**src/verilog/smpo_defines.svh**
```systemverilog
// Function
// - Channel A mode from bits 5, 8, 14: off, internal or external PLL.
// - Channel B mode from bits 6, 9, 15, decoded as for channel A.
// - Channel A phase offset bits 23:20, code n is n*30 deg for 0h-Bh.
// - Channel B phase offset bits 31:28, code n is n*30 deg for 0h-Bh.
// - Driven sync output is high 40 to 60 percent of its period.
`ifndef SMPO_DEFINES_SVH
`define SMPO_DEFINES_SVH

// Register byte addresses
`define SMPO_ADDR_CFG 8'h00
`define SMPO_ADDR_STAT 8'h04
`define SMPO_ADDR_FREE 8'h08
`define SMPO_ADDR_MEAS 8'h0c

// Reset values and the counter saturation value
`define SMPO_CFG_RST 32'h0000_0000
`define SMPO_FREE_RST 12'h0c8
`define SMPO_PER_SAT 12'hfff

// Configuration field positions
`define SMPO_A_EXT 5
`define SMPO_B_EXT 6
`define SMPO_A_INT 8
`define SMPO_B_INT 9
`define SMPO_A_PLL 14
`define SMPO_B_PLL 15
`define SMPO_A_PH_HI 23
`define SMPO_A_PH_LO 20
`define SMPO_B_PH_HI 31
`define SMPO_B_PH_LO 28

// Phase steps: twelve steps of 30 degrees
`define SMPO_PH_MAX 4'hb
`define SMPO_PH_STEPS 16'h000c

// Frequencies in their own units and derived cycle counts
`define SMPO_CLK_MHZ 200
`define SMPO_SYNC_MIN_KHZ 200
`define SMPO_SYNC_MAX_KHZ 2000
`define SMPO_SYNC_TOL_KHZ 50
`define SMPO_PER_MAX (12'((`SMPO_CLK_MHZ * 1000) / `SMPO_SYNC_MIN_KHZ))
`define SMPO_PER_MIN (12'((`SMPO_CLK_MHZ * 1000) / `SMPO_SYNC_MAX_KHZ))
`define SMPO_TOL_SCALE (24'((`SMPO_CLK_MHZ * 1000) / `SMPO_SYNC_TOL_KHZ))

// Bus responses
`define SMPO_RESP_OKAY 2'b00
`define SMPO_RESP_SLVERR 2'b10

`endif

```
**src/verilog/smpo_pkg.sv**
```systemverilog
`default_nettype none
package smpo_pkg;

  typedef logic [31:0] smpo_word_t;
  typedef logic [7:0] smpo_addr_t;
  typedef logic [3:0] smpo_strb_t;
  typedef logic [11:0] smpo_per_t;
  typedef enum logic [1:0] {mode_dis, mode_int, mode_ext, mode_rsv} smpo_mode_t;

  // Mode decode of one channel from its three configuration bits
  function automatic smpo_mode_t smpo_decode(input logic ext_b,
                                             input logic int_b,
                                             input logic pll_b);
    smpo_mode_t m;
    if (!int_b && !pll_b)
      m = mode_dis;
    else if (int_b && !ext_b && !pll_b)
      m = mode_int;
    else if (ext_b && pll_b && !int_b)
      m = mode_ext;
    else
      m = mode_rsv;
    return m;
  endfunction : smpo_decode

endpackage : smpo_pkg
`default_nettype wire

```
**src/verilog/smpo_ch_if.sv**
```systemverilog
`timescale 1ns/10ps
`default_nettype none
interface smpo_ch_if;
  logic ref_tick;
  smpo_pkg::smpo_per_t ref_period;
  logic [3:0] code;
  logic run;
  logic ch_clk;

  modport ctrl (output ref_tick, ref_period, code, run, input ch_clk);
  modport gen (input ref_tick, ref_period, code, run, output ch_clk);
endinterface : smpo_ch_if
`default_nettype wire

```
**src/verilog/smpo_phase_gen.sv**
```systemverilog
`timescale 1ns/10ps
`default_nettype none
`include "smpo_defines.svh"
module smpo_phase_gen (
  input wire logic core_clk,
  input wire logic nrst,
  smpo_ch_if.gen chn
);
  import smpo_pkg::*;

  smpo_per_t pos_reg, pos_next;
  logic clk_reg, clk_next;
  logic [3:0] code_eff;
  logic [15:0] prod;
  smpo_per_t target, half, shifted;

  // Delay from reference edge is period times code over twelve
  always_comb
  begin
    // Reserved codes fall back to zero offset
    code_eff = (chn.code > `SMPO_PH_MAX) ? 4'h0 : chn.code;
    prod = 16'(chn.ref_period) * 16'(code_eff);
    target = 12'(prod / `SMPO_PH_STEPS);
    half = chn.ref_period >> 1;
    if (pos_reg >= target)
      shifted = pos_reg - target;
    else
      shifted = 12'({1'b0, pos_reg} + {1'b0, chn.ref_period} - {1'b0, target});
    // Saturate so a lost reference cannot wrap the position
    if (chn.ref_tick)
      pos_next = 12'h000;
    else if (pos_reg == `SMPO_PER_SAT)
      pos_next = pos_reg;
    else
      pos_next = pos_reg + 12'h001;
    clk_next = chn.run && (shifted < half);
  end

  // Position and channel clock registers
  always_ff @(posedge core_clk)
  begin
    if (!nrst)
    begin
      pos_reg <= 12'h000;
      clk_reg <= 1'b0;
    end
    else
    begin
      pos_reg <= pos_next;
      clk_reg <= clk_next;
    end
  end

  assign chn.ch_clk = clk_reg;

  a_phase_rise_at: assert property (
    @(posedge core_clk) disable iff (!nrst)
    chn.run && pos_reg == target && half != 12'h000 |=> clk_reg)
    else $error("channel clock did not rise at phase offset");

  a_phase_fall_at: assert property (
    @(posedge core_clk) disable iff (!nrst)
    shifted == half |=> !clk_reg)
    else $error("channel clock did not fall at half period");

endmodule : smpo_phase_gen
`default_nettype wire

```
**src/verilog/smpo_top.sv**
```systemverilog
// Local design decisions: the AXI4-Lite register port and the register offsets.
`timescale 1ns/10ps
`default_nettype none
`include "smpo_defines.svh"
module smpo_top (
  input wire logic core_clk,
  input wire logic nrst,
  input wire smpo_pkg::smpo_addr_t s_axi_awaddr,
  input wire logic s_axi_awvalid,
  output logic s_axi_awready,
  input wire smpo_pkg::smpo_word_t s_axi_wdata,
  input wire smpo_pkg::smpo_strb_t s_axi_wstrb,
  input wire logic s_axi_wvalid,
  output logic s_axi_wready,
  output logic [1:0] s_axi_bresp,
  output logic s_axi_bvalid,
  input wire logic s_axi_bready,
  input wire smpo_pkg::smpo_addr_t s_axi_araddr,
  input wire logic s_axi_arvalid,
  output logic s_axi_arready,
  output smpo_pkg::smpo_word_t s_axi_rdata,
  output logic [1:0] s_axi_rresp,
  output logic s_axi_rvalid,
  input wire logic s_axi_rready,
  input wire logic sync_in,
  output logic sync_out,
  output logic sync_oe_n,
  output logic ch_a_clk,
  output logic ch_b_clk
);
  import smpo_pkg::*;

  // Register file and bus state
  smpo_word_t cfg_reg, cfg_next;
  smpo_per_t free_reg, free_next;
  logic aw_have_reg, aw_have_next;
  smpo_addr_t aw_addr_reg, aw_addr_next;
  logic w_have_reg, w_have_next;
  smpo_word_t w_data_reg, w_data_next;
  smpo_strb_t w_strb_reg, w_strb_next;
  logic awready_reg, awready_next;
  logic wready_reg, wready_next;
  logic bvalid_reg, bvalid_next;
  logic [1:0] bresp_reg, bresp_next;
  logic arready_reg, arready_next;
  logic rvalid_reg, rvalid_next;
  smpo_word_t rdata_reg, rdata_next;
  logic [1:0] rresp_reg, rresp_next;

  // Sync pin timing state
  logic s1_reg, s2_reg, s3_reg;
  smpo_per_t meas_cnt_reg, meas_cnt_next;
  smpo_per_t meas_per_reg, meas_per_next;
  logic seen_reg, seen_next;
  logic sync_ok_reg, sync_ok_next;
  smpo_per_t int_cnt_reg, int_cnt_next;
  logic sync_out_reg, sync_out_next;
  logic sync_oe_n_reg, sync_oe_n_next;

  smpo_mode_t mode_a, mode_b;
  logic any_ext, any_int, drive, sync_rise, int_tick, in_range, in_tol;
  logic use_ext_a, use_ext_b, do_write;
  smpo_per_t diff, half_free;
  logic [23:0] lhs, rhs;
  smpo_word_t stat_word;

  smpo_ch_if ch_a_if ();
  smpo_ch_if ch_b_if ();

  // Mode decode and pin direction; any external mode makes the pin an input
  always_comb
  begin
    mode_a = smpo_decode(cfg_reg[`SMPO_A_EXT], cfg_reg[`SMPO_A_INT],
                         cfg_reg[`SMPO_A_PLL]);
    mode_b = smpo_decode(cfg_reg[`SMPO_B_EXT], cfg_reg[`SMPO_B_INT],
                         cfg_reg[`SMPO_B_PLL]);
    any_ext = (mode_a == mode_ext) || (mode_b == mode_ext);
    any_int = (mode_a == mode_int) || (mode_b == mode_int);
    drive = any_int && !any_ext;
  end

  // Period check in cross-multiplied form avoids a divider on the sync path
  always_comb
  begin
    sync_rise = s2_reg && !s3_reg;
    half_free = free_reg >> 1;
    if (meas_cnt_reg > free_reg)
      diff = meas_cnt_reg - free_reg;
    else
      diff = free_reg - meas_cnt_reg;
    lhs = 24'(diff) * `SMPO_TOL_SCALE;
    rhs = 24'(meas_cnt_reg) * 24'(free_reg);
    in_range = (meas_cnt_reg >= `SMPO_PER_MIN) &&
               (meas_cnt_reg <= `SMPO_PER_MAX);
    in_tol = lhs <= rhs;
    meas_cnt_next = meas_cnt_reg;
    meas_per_next = meas_per_reg;
    seen_next = seen_reg;
    sync_ok_next = sync_ok_reg;
    if (!any_ext)
    begin
      seen_next = 1'b0;
      sync_ok_next = 1'b0;
      meas_cnt_next = 12'h000;
    end
    else if (sync_rise)
    begin
      meas_cnt_next = 12'h001;
      meas_per_next = meas_cnt_reg;
      seen_next = 1'b1;
      sync_ok_next = seen_reg && in_range && in_tol;
    end
    else
    begin
      if (meas_cnt_reg != `SMPO_PER_SAT)
        meas_cnt_next = meas_cnt_reg + 12'h001;
      // A source that stops is dropped once it is slower than the floor
      if (meas_cnt_reg > `SMPO_PER_MAX)
        sync_ok_next = 1'b0;
    end
    if (({1'b0, int_cnt_reg} + 13'h0001) >= {1'b0, free_reg})
      int_cnt_next = 12'h000;
    else
      int_cnt_next = int_cnt_reg + 12'h001;
    int_tick = int_cnt_reg == 12'h000;
    sync_out_next = drive && (int_cnt_next < half_free);
    sync_oe_n_next = !drive;
  end

  // Sync synchroniser, period capture and internal timebase
  always_ff @(posedge core_clk)
  begin
    if (!nrst)
    begin
      s1_reg <= 1'b0;
      s2_reg <= 1'b0;
      s3_reg <= 1'b0;
      meas_cnt_reg <= 12'h000;
      meas_per_reg <= 12'h000;
      seen_reg <= 1'b0;
      sync_ok_reg <= 1'b0;
      int_cnt_reg <= 12'h000;
      sync_out_reg <= 1'b0;
      sync_oe_n_reg <= 1'b1;
    end
    else
    begin
      s1_reg <= sync_in;
      s2_reg <= s1_reg;
      s3_reg <= s2_reg;
      meas_cnt_reg <= meas_cnt_next;
      meas_per_reg <= meas_per_next;
      seen_reg <= seen_next;
      sync_ok_reg <= sync_ok_next;
      int_cnt_reg <= int_cnt_next;
      sync_out_reg <= sync_out_next;
      sync_oe_n_reg <= sync_oe_n_next;
    end
  end

  // Channel references: a locked external clock, else the internal timebase
  always_comb
  begin
    use_ext_a = (mode_a == mode_ext) && sync_ok_reg;
    use_ext_b = (mode_b == mode_ext) && sync_ok_reg;
    ch_a_if.run = (mode_a == mode_int) || (mode_a == mode_ext);
    ch_b_if.run = (mode_b == mode_int) || (mode_b == mode_ext);
    ch_a_if.ref_tick = use_ext_a ? sync_rise : int_tick;
    ch_b_if.ref_tick = use_ext_b ? sync_rise : int_tick;
    ch_a_if.ref_period = use_ext_a ? meas_per_reg : free_reg;
    ch_b_if.ref_period = use_ext_b ? meas_per_reg : free_reg;
    ch_a_if.code = cfg_reg[`SMPO_A_PH_HI:`SMPO_A_PH_LO];
    ch_b_if.code = cfg_reg[`SMPO_B_PH_HI:`SMPO_B_PH_LO];
  end

  smpo_phase_gen u_gen_a (
    .core_clk(core_clk),
    .nrst(nrst),
    .chn(ch_a_if.gen)
  );

  smpo_phase_gen u_gen_b (
    .core_clk(core_clk),
    .nrst(nrst),
    .chn(ch_b_if.gen)
  );

  // Bus slave: address and data latched apart, written once both are held
  always_comb
  begin
    stat_word = 32'h0000_0000;
    stat_word[1:0] = mode_a;
    stat_word[3:2] = mode_b;
    stat_word[4] = sync_ok_reg;
    stat_word[5] = drive;
    cfg_next = cfg_reg;
    free_next = free_reg;
    aw_have_next = aw_have_reg;
    aw_addr_next = aw_addr_reg;
    w_have_next = w_have_reg;
    w_data_next = w_data_reg;
    w_strb_next = w_strb_reg;
    bvalid_next = bvalid_reg;
    bresp_next = bresp_reg;
    rvalid_next = rvalid_reg;
    rdata_next = rdata_reg;
    rresp_next = rresp_reg;
    if (s_axi_awvalid && awready_reg)
    begin
      aw_have_next = 1'b1;
      aw_addr_next = s_axi_awaddr;
    end
    if (s_axi_wvalid && wready_reg)
    begin
      w_have_next = 1'b1;
      w_data_next = s_axi_wdata;
      w_strb_next = s_axi_wstrb;
    end
    if (bvalid_reg && s_axi_bready)
      bvalid_next = 1'b0;
    do_write = aw_have_reg && w_have_reg && !bvalid_reg;
    if (do_write)
    begin
      aw_have_next = 1'b0;
      w_have_next = 1'b0;
      bvalid_next = 1'b1;
      bresp_next = `SMPO_RESP_OKAY;
      if (aw_addr_reg == `SMPO_ADDR_CFG)
      begin
        for (int i = 0; i < 4; i++)
          if (w_strb_reg[i])
            cfg_next[i*8 +: 8] = w_data_reg[i*8 +: 8];
      end
      else if (aw_addr_reg == `SMPO_ADDR_FREE)
      begin
        if (w_strb_reg[0])
          free_next[7:0] = w_data_reg[7:0];
        if (w_strb_reg[1])
          free_next[11:8] = w_data_reg[11:8];
      end
      else if (aw_addr_reg == `SMPO_ADDR_STAT ||
               aw_addr_reg == `SMPO_ADDR_MEAS)
        bresp_next = `SMPO_RESP_OKAY;
      else
        bresp_next = `SMPO_RESP_SLVERR;
    end
    awready_next = !aw_have_next;
    wready_next = !w_have_next;
    if (rvalid_reg && s_axi_rready)
      rvalid_next = 1'b0;
    if (s_axi_arvalid && arready_reg)
    begin
      rvalid_next = 1'b1;
      rresp_next = `SMPO_RESP_OKAY;
      if (s_axi_araddr == `SMPO_ADDR_CFG)
        rdata_next = cfg_reg;
      else if (s_axi_araddr == `SMPO_ADDR_STAT)
        rdata_next = stat_word;
      else if (s_axi_araddr == `SMPO_ADDR_FREE)
        rdata_next = {20'h00000, free_reg};
      else if (s_axi_araddr == `SMPO_ADDR_MEAS)
        rdata_next = {20'h00000, meas_per_reg};
      else
      begin
        rdata_next = 32'h0000_0000;
        rresp_next = `SMPO_RESP_SLVERR;
      end
    end
    arready_next = !rvalid_next;
  end

  // Register file and bus handshake registers
  always_ff @(posedge core_clk)
  begin
    if (!nrst)
    begin
      cfg_reg <= `SMPO_CFG_RST;
      free_reg <= `SMPO_FREE_RST;
      aw_have_reg <= 1'b0;
      aw_addr_reg <= 8'h00;
      w_have_reg <= 1'b0;
      w_data_reg <= 32'h0000_0000;
      w_strb_reg <= 4'h0;
      awready_reg <= 1'b0;
      wready_reg <= 1'b0;
      bvalid_reg <= 1'b0;
      bresp_reg <= `SMPO_RESP_OKAY;
      arready_reg <= 1'b0;
      rvalid_reg <= 1'b0;
      rdata_reg <= 32'h0000_0000;
      rresp_reg <= `SMPO_RESP_OKAY;
    end
    else
    begin
      cfg_reg <= cfg_next;
      free_reg <= free_next;
      aw_have_reg <= aw_have_next;
      aw_addr_reg <= aw_addr_next;
      w_have_reg <= w_have_next;
      w_data_reg <= w_data_next;
      w_strb_reg <= w_strb_next;
      awready_reg <= awready_next;
      wready_reg <= wready_next;
      bvalid_reg <= bvalid_next;
      bresp_reg <= bresp_next;
      arready_reg <= arready_next;
      rvalid_reg <= rvalid_next;
      rdata_reg <= rdata_next;
      rresp_reg <= rresp_next;
    end
  end

  assign s_axi_awready = awready_reg;
  assign s_axi_wready = wready_reg;
  assign s_axi_bvalid = bvalid_reg;
  assign s_axi_bresp = bresp_reg;
  assign s_axi_arready = arready_reg;
  assign s_axi_rvalid = rvalid_reg;
  assign s_axi_rdata = rdata_reg;
  assign s_axi_rresp = rresp_reg;
  assign sync_out = sync_out_reg;
  assign sync_oe_n = sync_oe_n_reg;
  assign ch_a_clk = ch_a_if.ch_clk;
  assign ch_b_clk = ch_b_if.ch_clk;

  a_chan_a_off: assert property (
    @(posedge core_clk) disable iff (!nrst)
    (mode_a == mode_dis)[*3] |-> !ch_a_clk)
    else $error("channel A clock runs while disabled");

  a_chan_b_off: assert property (
    @(posedge core_clk) disable iff (!nrst)
    (mode_b == mode_dis)[*3] |-> !ch_b_clk)
    else $error("channel B clock runs while disabled");

  a_pin_input_ext: assert property (
    @(posedge core_clk) disable iff (!nrst)
    any_ext |=> sync_oe_n && !sync_out)
    else $error("sync pin driven in external mode");

  a_pin_drive_int: assert property (
    @(posedge core_clk) disable iff (!nrst)
    any_int && !any_ext |=> !sync_oe_n)
    else $error("sync pin not driven in internal mode");

  a_sync_out_high: assert property (
    @(posedge core_clk) disable iff (!nrst)
    drive && $stable(drive) && int_cnt_reg == 12'h000 &&
    half_free != 12'h000 |-> sync_out_reg)
    else $error("sync output low at start of period");

  a_sync_out_low: assert property (
    @(posedge core_clk) disable iff (!nrst)
    int_cnt_reg == half_free |-> !sync_out_reg)
    else $error("sync output high past half period");

  a_lock_in_range: assert property (
    @(posedge core_clk) disable iff (!nrst)
    $rose(sync_ok_reg) |-> meas_per_reg >= `SMPO_PER_MIN &&
    meas_per_reg <= `SMPO_PER_MAX)
    else $error("lock taken outside sync frequency range");

  a_write_answer: assert property (
    @(posedge core_clk) disable iff (!nrst)
    aw_have_reg && w_have_reg && !bvalid_reg |=> bvalid_reg)
    else $error("write response late");

  a_read_answer: assert property (
    @(posedge core_clk) disable iff (!nrst)
    s_axi_arvalid && arready_reg |=> rvalid_reg ##0 !arready_reg)
    else $error("read data late");

endmodule : smpo_top
`default_nettype wire

```
**config.mk**
```make
export PLATFORM = sky130hd
export DESIGN_NAME = smpo_top
export DESIGN_NICKNAME = d
export VERILOG_FILES = /design/src/verilog/smpo_pkg.sv /design/src/verilog/smpo_ch_if.sv /design/src/verilog/smpo_phase_gen.sv /design/src/verilog/smpo_top.sv
export VERILOG_INCLUDE_DIRS = /design/src /design/src/verilog
export SDC_FILE = /design/constraint.sdc
export NUM_CORES = 1
export LEC_CHECK = 0
export BUFFER_PORTS_ARGS = -buffer_cell sky130_fd_sc_hd__buf_2
export CAP_MARGIN = 20
export CORE_AREA = 4 4 296 153
export CTS_CLUSTER_DIAMETER = 80
export DETAILED_ROUTE_END_ITERATION = 10
export DIE_AREA = 0 0 300 157
export GPL_TIMING_DRIVEN = 0
export PLACE_DENSITY_LB_ADDON = 0.2
export SYNTH_ARGS = -nofsm -noshare
export SYNTH_HDL_FRONTEND = slang
export SYNTH_SLANG_ARGS = --single-unit
```
**constraint.sdc**
```tcl
create_clock -name core_clk -period 15.6 [get_ports core_clk]
set_input_delay 3.12 -clock core_clk [delete_from_list [all_inputs] [get_ports core_clk]]
set_output_delay 3.12 -clock core_clk [all_outputs]
set_load 0.02 [all_outputs]
```
==> flow_summary.yaml <==
detailed_routing:
  wl_met2_mm: 29.6
  dr_wl_met3_mm: 11.0
  firstDrtPassIters: 6
  drt-met1-wl_mm: 37.7
  dr.first_iter.drc_count: 2713
  dr.max_layer_used: "met4"
  wire_per_inst_um: 20.4
  routed_via_density: 5.97
  postRouteAntennaNets: 0
  routed_wirelength_mm: 79.4
  num_vias: 23200
  drcViolationCount: 0
die:
  die_area_mm2: 0.0471
  rows: 54
  start_util: 0.581
  coreArea_mm2: 0.0428
  ioPinCount: 105
  dieHeight_um: 157
  die_width_um: 300
synthesis:
  synth_mux_area_frac: 0.0292
  synth_fa_ha_area_frac: 0.316
  synthSimpleGateAreaFrac: 0.189
  synth_compound_area_frac: 0.165
  yosysSeqAreaShare: 0.159
  avgSynthCellArea_um2: 7.89
  synthesis.area_mm2: 0.0249
  yosys_warnings: 0
  ys.flop_type: "dfxtp_1"
  synth_edf_count: 0
  synth_cell_types: 103
  synth_seq_cells: 198
  async_reset_ff_frac: 0
  synth_xor_area_frac: 0.0574
  synth_top_family_by_area: "adder cells"
  synthCells: 3158
clock_network:
  clk_pin_slew_ns: 0.08
  clock-root-buffer: "clkbuf_16"
  cts_buffers: 17
  hold_buffers: 0
  h-tree-depth: 4
  clockBufferDepth: 2
  cts_setup_buffers: 0
  cts_sinks: 198
  cts_tree: "yes"
  clock_latency_ns: 0.47
  cts_resized: 0
finish:
  fin_nets: 3844
  drive_above_1_share: 0.0686
  syn_to_final_growth_pct: 7.54
  fin_area_mm2: 0.0268
  fin_cells: 3885
placed_design:
  dp_hpwl_mm: 66.2
  routabilityCongestion: 1.02
  place_area_mm2: 0.0262
  io_buffers: 100
  dp_slack_ns: 1.89
  placed_cells: 3850
power:
  power_density_mw_per_mm2: 40.7
  vdd_ir_drop_max_mv: 0.0799
  leakage_nw: 12.5
global_route:
  grt_pass1_vias: 22100
  gr-total-overflow: 0
  grt_max_degree: 22
  grt_use_total: 0.336
  antenna_found_initial: 1
  grt_pass1_wl_mm: 124
worst_setup_path:
  crit_fanout: 10
  path_buf_inv: 8
  critPathRequiredTime_ns: 15.95
  r2r_cells: 54
  max_stage_delay_ns: 0.75
  setup.worst_path.end_class: "register"
  cp_data_arrival_time_ns: 14.44
  crit_type: "register to register"
  r2r_start: "cfg_reg[8]"
  critPathSlowestCell: "mux2i_1"
  r2r_slack_ns: 1.50
  crit_family: "compound AO/OA/AOI/OAI gates"
  timing.rr.end: "u_gen_a.chn.ch_clk"
  start_kind: "register"
timing:
  slew_violations: 0
  grt_setup_unrepaired: "no"
  finalHoldViolations: 0
  tightest_slew_ns: 1.14
  fmax_mhz: 70.9
  skew_ns: 0.0229
  setup_tns_ns: 0
  setup_viol: 0
  slew_headroom: 0.215
  fin_ws_ns: 1.50
  min_period_ns: 14.10
  finalCritPeriodShare: 0.904
worst_hold_path:
  min_to: "s_axi_rdata[12]"
  holdPathStages: 2
  worstHoldPathType: "register to register"
  min-delay-start: "cfg_reg[12]"
job:
  maxCapViolations: 0
status:
  status: "completed"
[worst max-delay path by stage]
stage	slack [ns]	startpoint	end	depth (start not counted)
2_1_floorplan	4.51	cfg_reg[5]	u_gen_a.chn.ch_clk	53
3_3_place_gp	2.10	cfg_reg[8]	u_gen_a.chn.ch_clk	53
3_5_place_dp	1.89	cfg_reg[8]	u_gen_a.chn.ch_clk	55
4_1_cts	1.83	cfg_reg[8]	u_gen_a.chn.ch_clk	55
5_1_grt	0.68	cfg_reg[8]	u_gen_a.chn.ch_clk	53
6_report	1.50	cfg_reg[8]	u_gen_a.chn.ch_clk	54
[placed cells by master, fill, tap and decap left out, types with 86 or more instances in the layout]
master,synthesis,routed
a21oi_1,250,250
buf_2,7,109
clkbuf_1,98,98
dfxtp_1,198,198
fa_1,205,205
ha_1,298,298
inv_1,416,416
nand2_1,404,404
nand3_1,88,88
nor2_1,307,307
o21ai_0,86,86
xnor2_1,112,112
[power breakdown]
group	total, mW	switching (mW)	internal [mW]	leakage [nW]
combinational	0.106	0.0684	0.0372	10.6
sequential	0.524	0.00849	0.515	1.60
clock	0.461	0.243	0.218	0.286
[cell type report]
type                    instances  area, um^2
diodes                          4        10.0
plain buffers                 117         489
clock buffers                  17         425
clock inverters                14         178
fillers                      3873       16100
inverters                     428        1610
multi-input cells            2416       18900
flip-flops and latches        198        3960
well taps                     588         736
repair buffers                103         518
[cells in the mapped netlist (11+ instances only)]
cell type | number | area, um^2
a22oi_1 | 16 | 120
or2_2 | 12 | 75.1
nor3_1 | 60 | 300
dfxtp_1 | 198 | 3960
xor2_1 | 35 | 307
and2_1 | 20 | 125
a21oi_1 | 250 | 1250
o21bai_1 | 39 | 293
ha_1 | 298 | 3730
mux2i_1 | 60 | 601
o211ai_1 | 15 | 113
clkbuf_1 | 98 | 368
nand2_1 | 404 | 1520
xnor2_1 | 112 | 981
nor2_1 | 307 | 1150
a211oi_1 | 19 | 143
inv_1 | 416 | 1560
o21ai_0 | 86 | 430
nand3_1 | 88 | 440
o21a_1 | 17 | 128
nand2b_1 | 46 | 288
a21o_1 | 41 | 308
fa_1 | 205 | 4100
nand4_1 | 35 | 219
a31oi_1 | 21 | 131
nor2b_1 | 19 | 119
nor4_1 | 13 | 81.3
a21boi_0 | 11 | 82.6
[routing by layer]
metal | GRT usage | vias up
li1 | - | 10800
met1 | 0.523 | 11100
met2 | 0.447 | 1243
met3 | 0.117 | 101
met4 | 0.0541 | 0
met5 | 0 | -
[tightest hold or removal path: stages, from the launching register on]
cell and delay (ns):
dfxtp_1 0.32, nand2_1 0.05, a21oi_1 0.05
[logic make-up after synthesis]
group | Yosys count
adder cells (fa/ha/maj) | 506
XOR/XNOR | 154
flip-flops | 198
buffers and inverters | 545
AO/OA/AOI/OAI | 628
multiplexers | 70
AND/OR/NAND/NOR | 1056
other | 1
[through the flow]
| stage | hold slack, ns | util | power, mW |
|---|---|---|---|
| after global placement | 0.425 | 0.610 | 0.633 |
| after detailed placement | 0.440 | 0.611 | 0.637 |
| after floorplan | 0.412 | - | 0.599 |
| after global routing | 0.479 | 0.625 | 1.12 |
| after CTS | 0.459 | 0.625 | 1.09 |
| final | 0.457 | 0.625 | 1.09 |
Note: power is estimated with default switching activity, not from simulation.
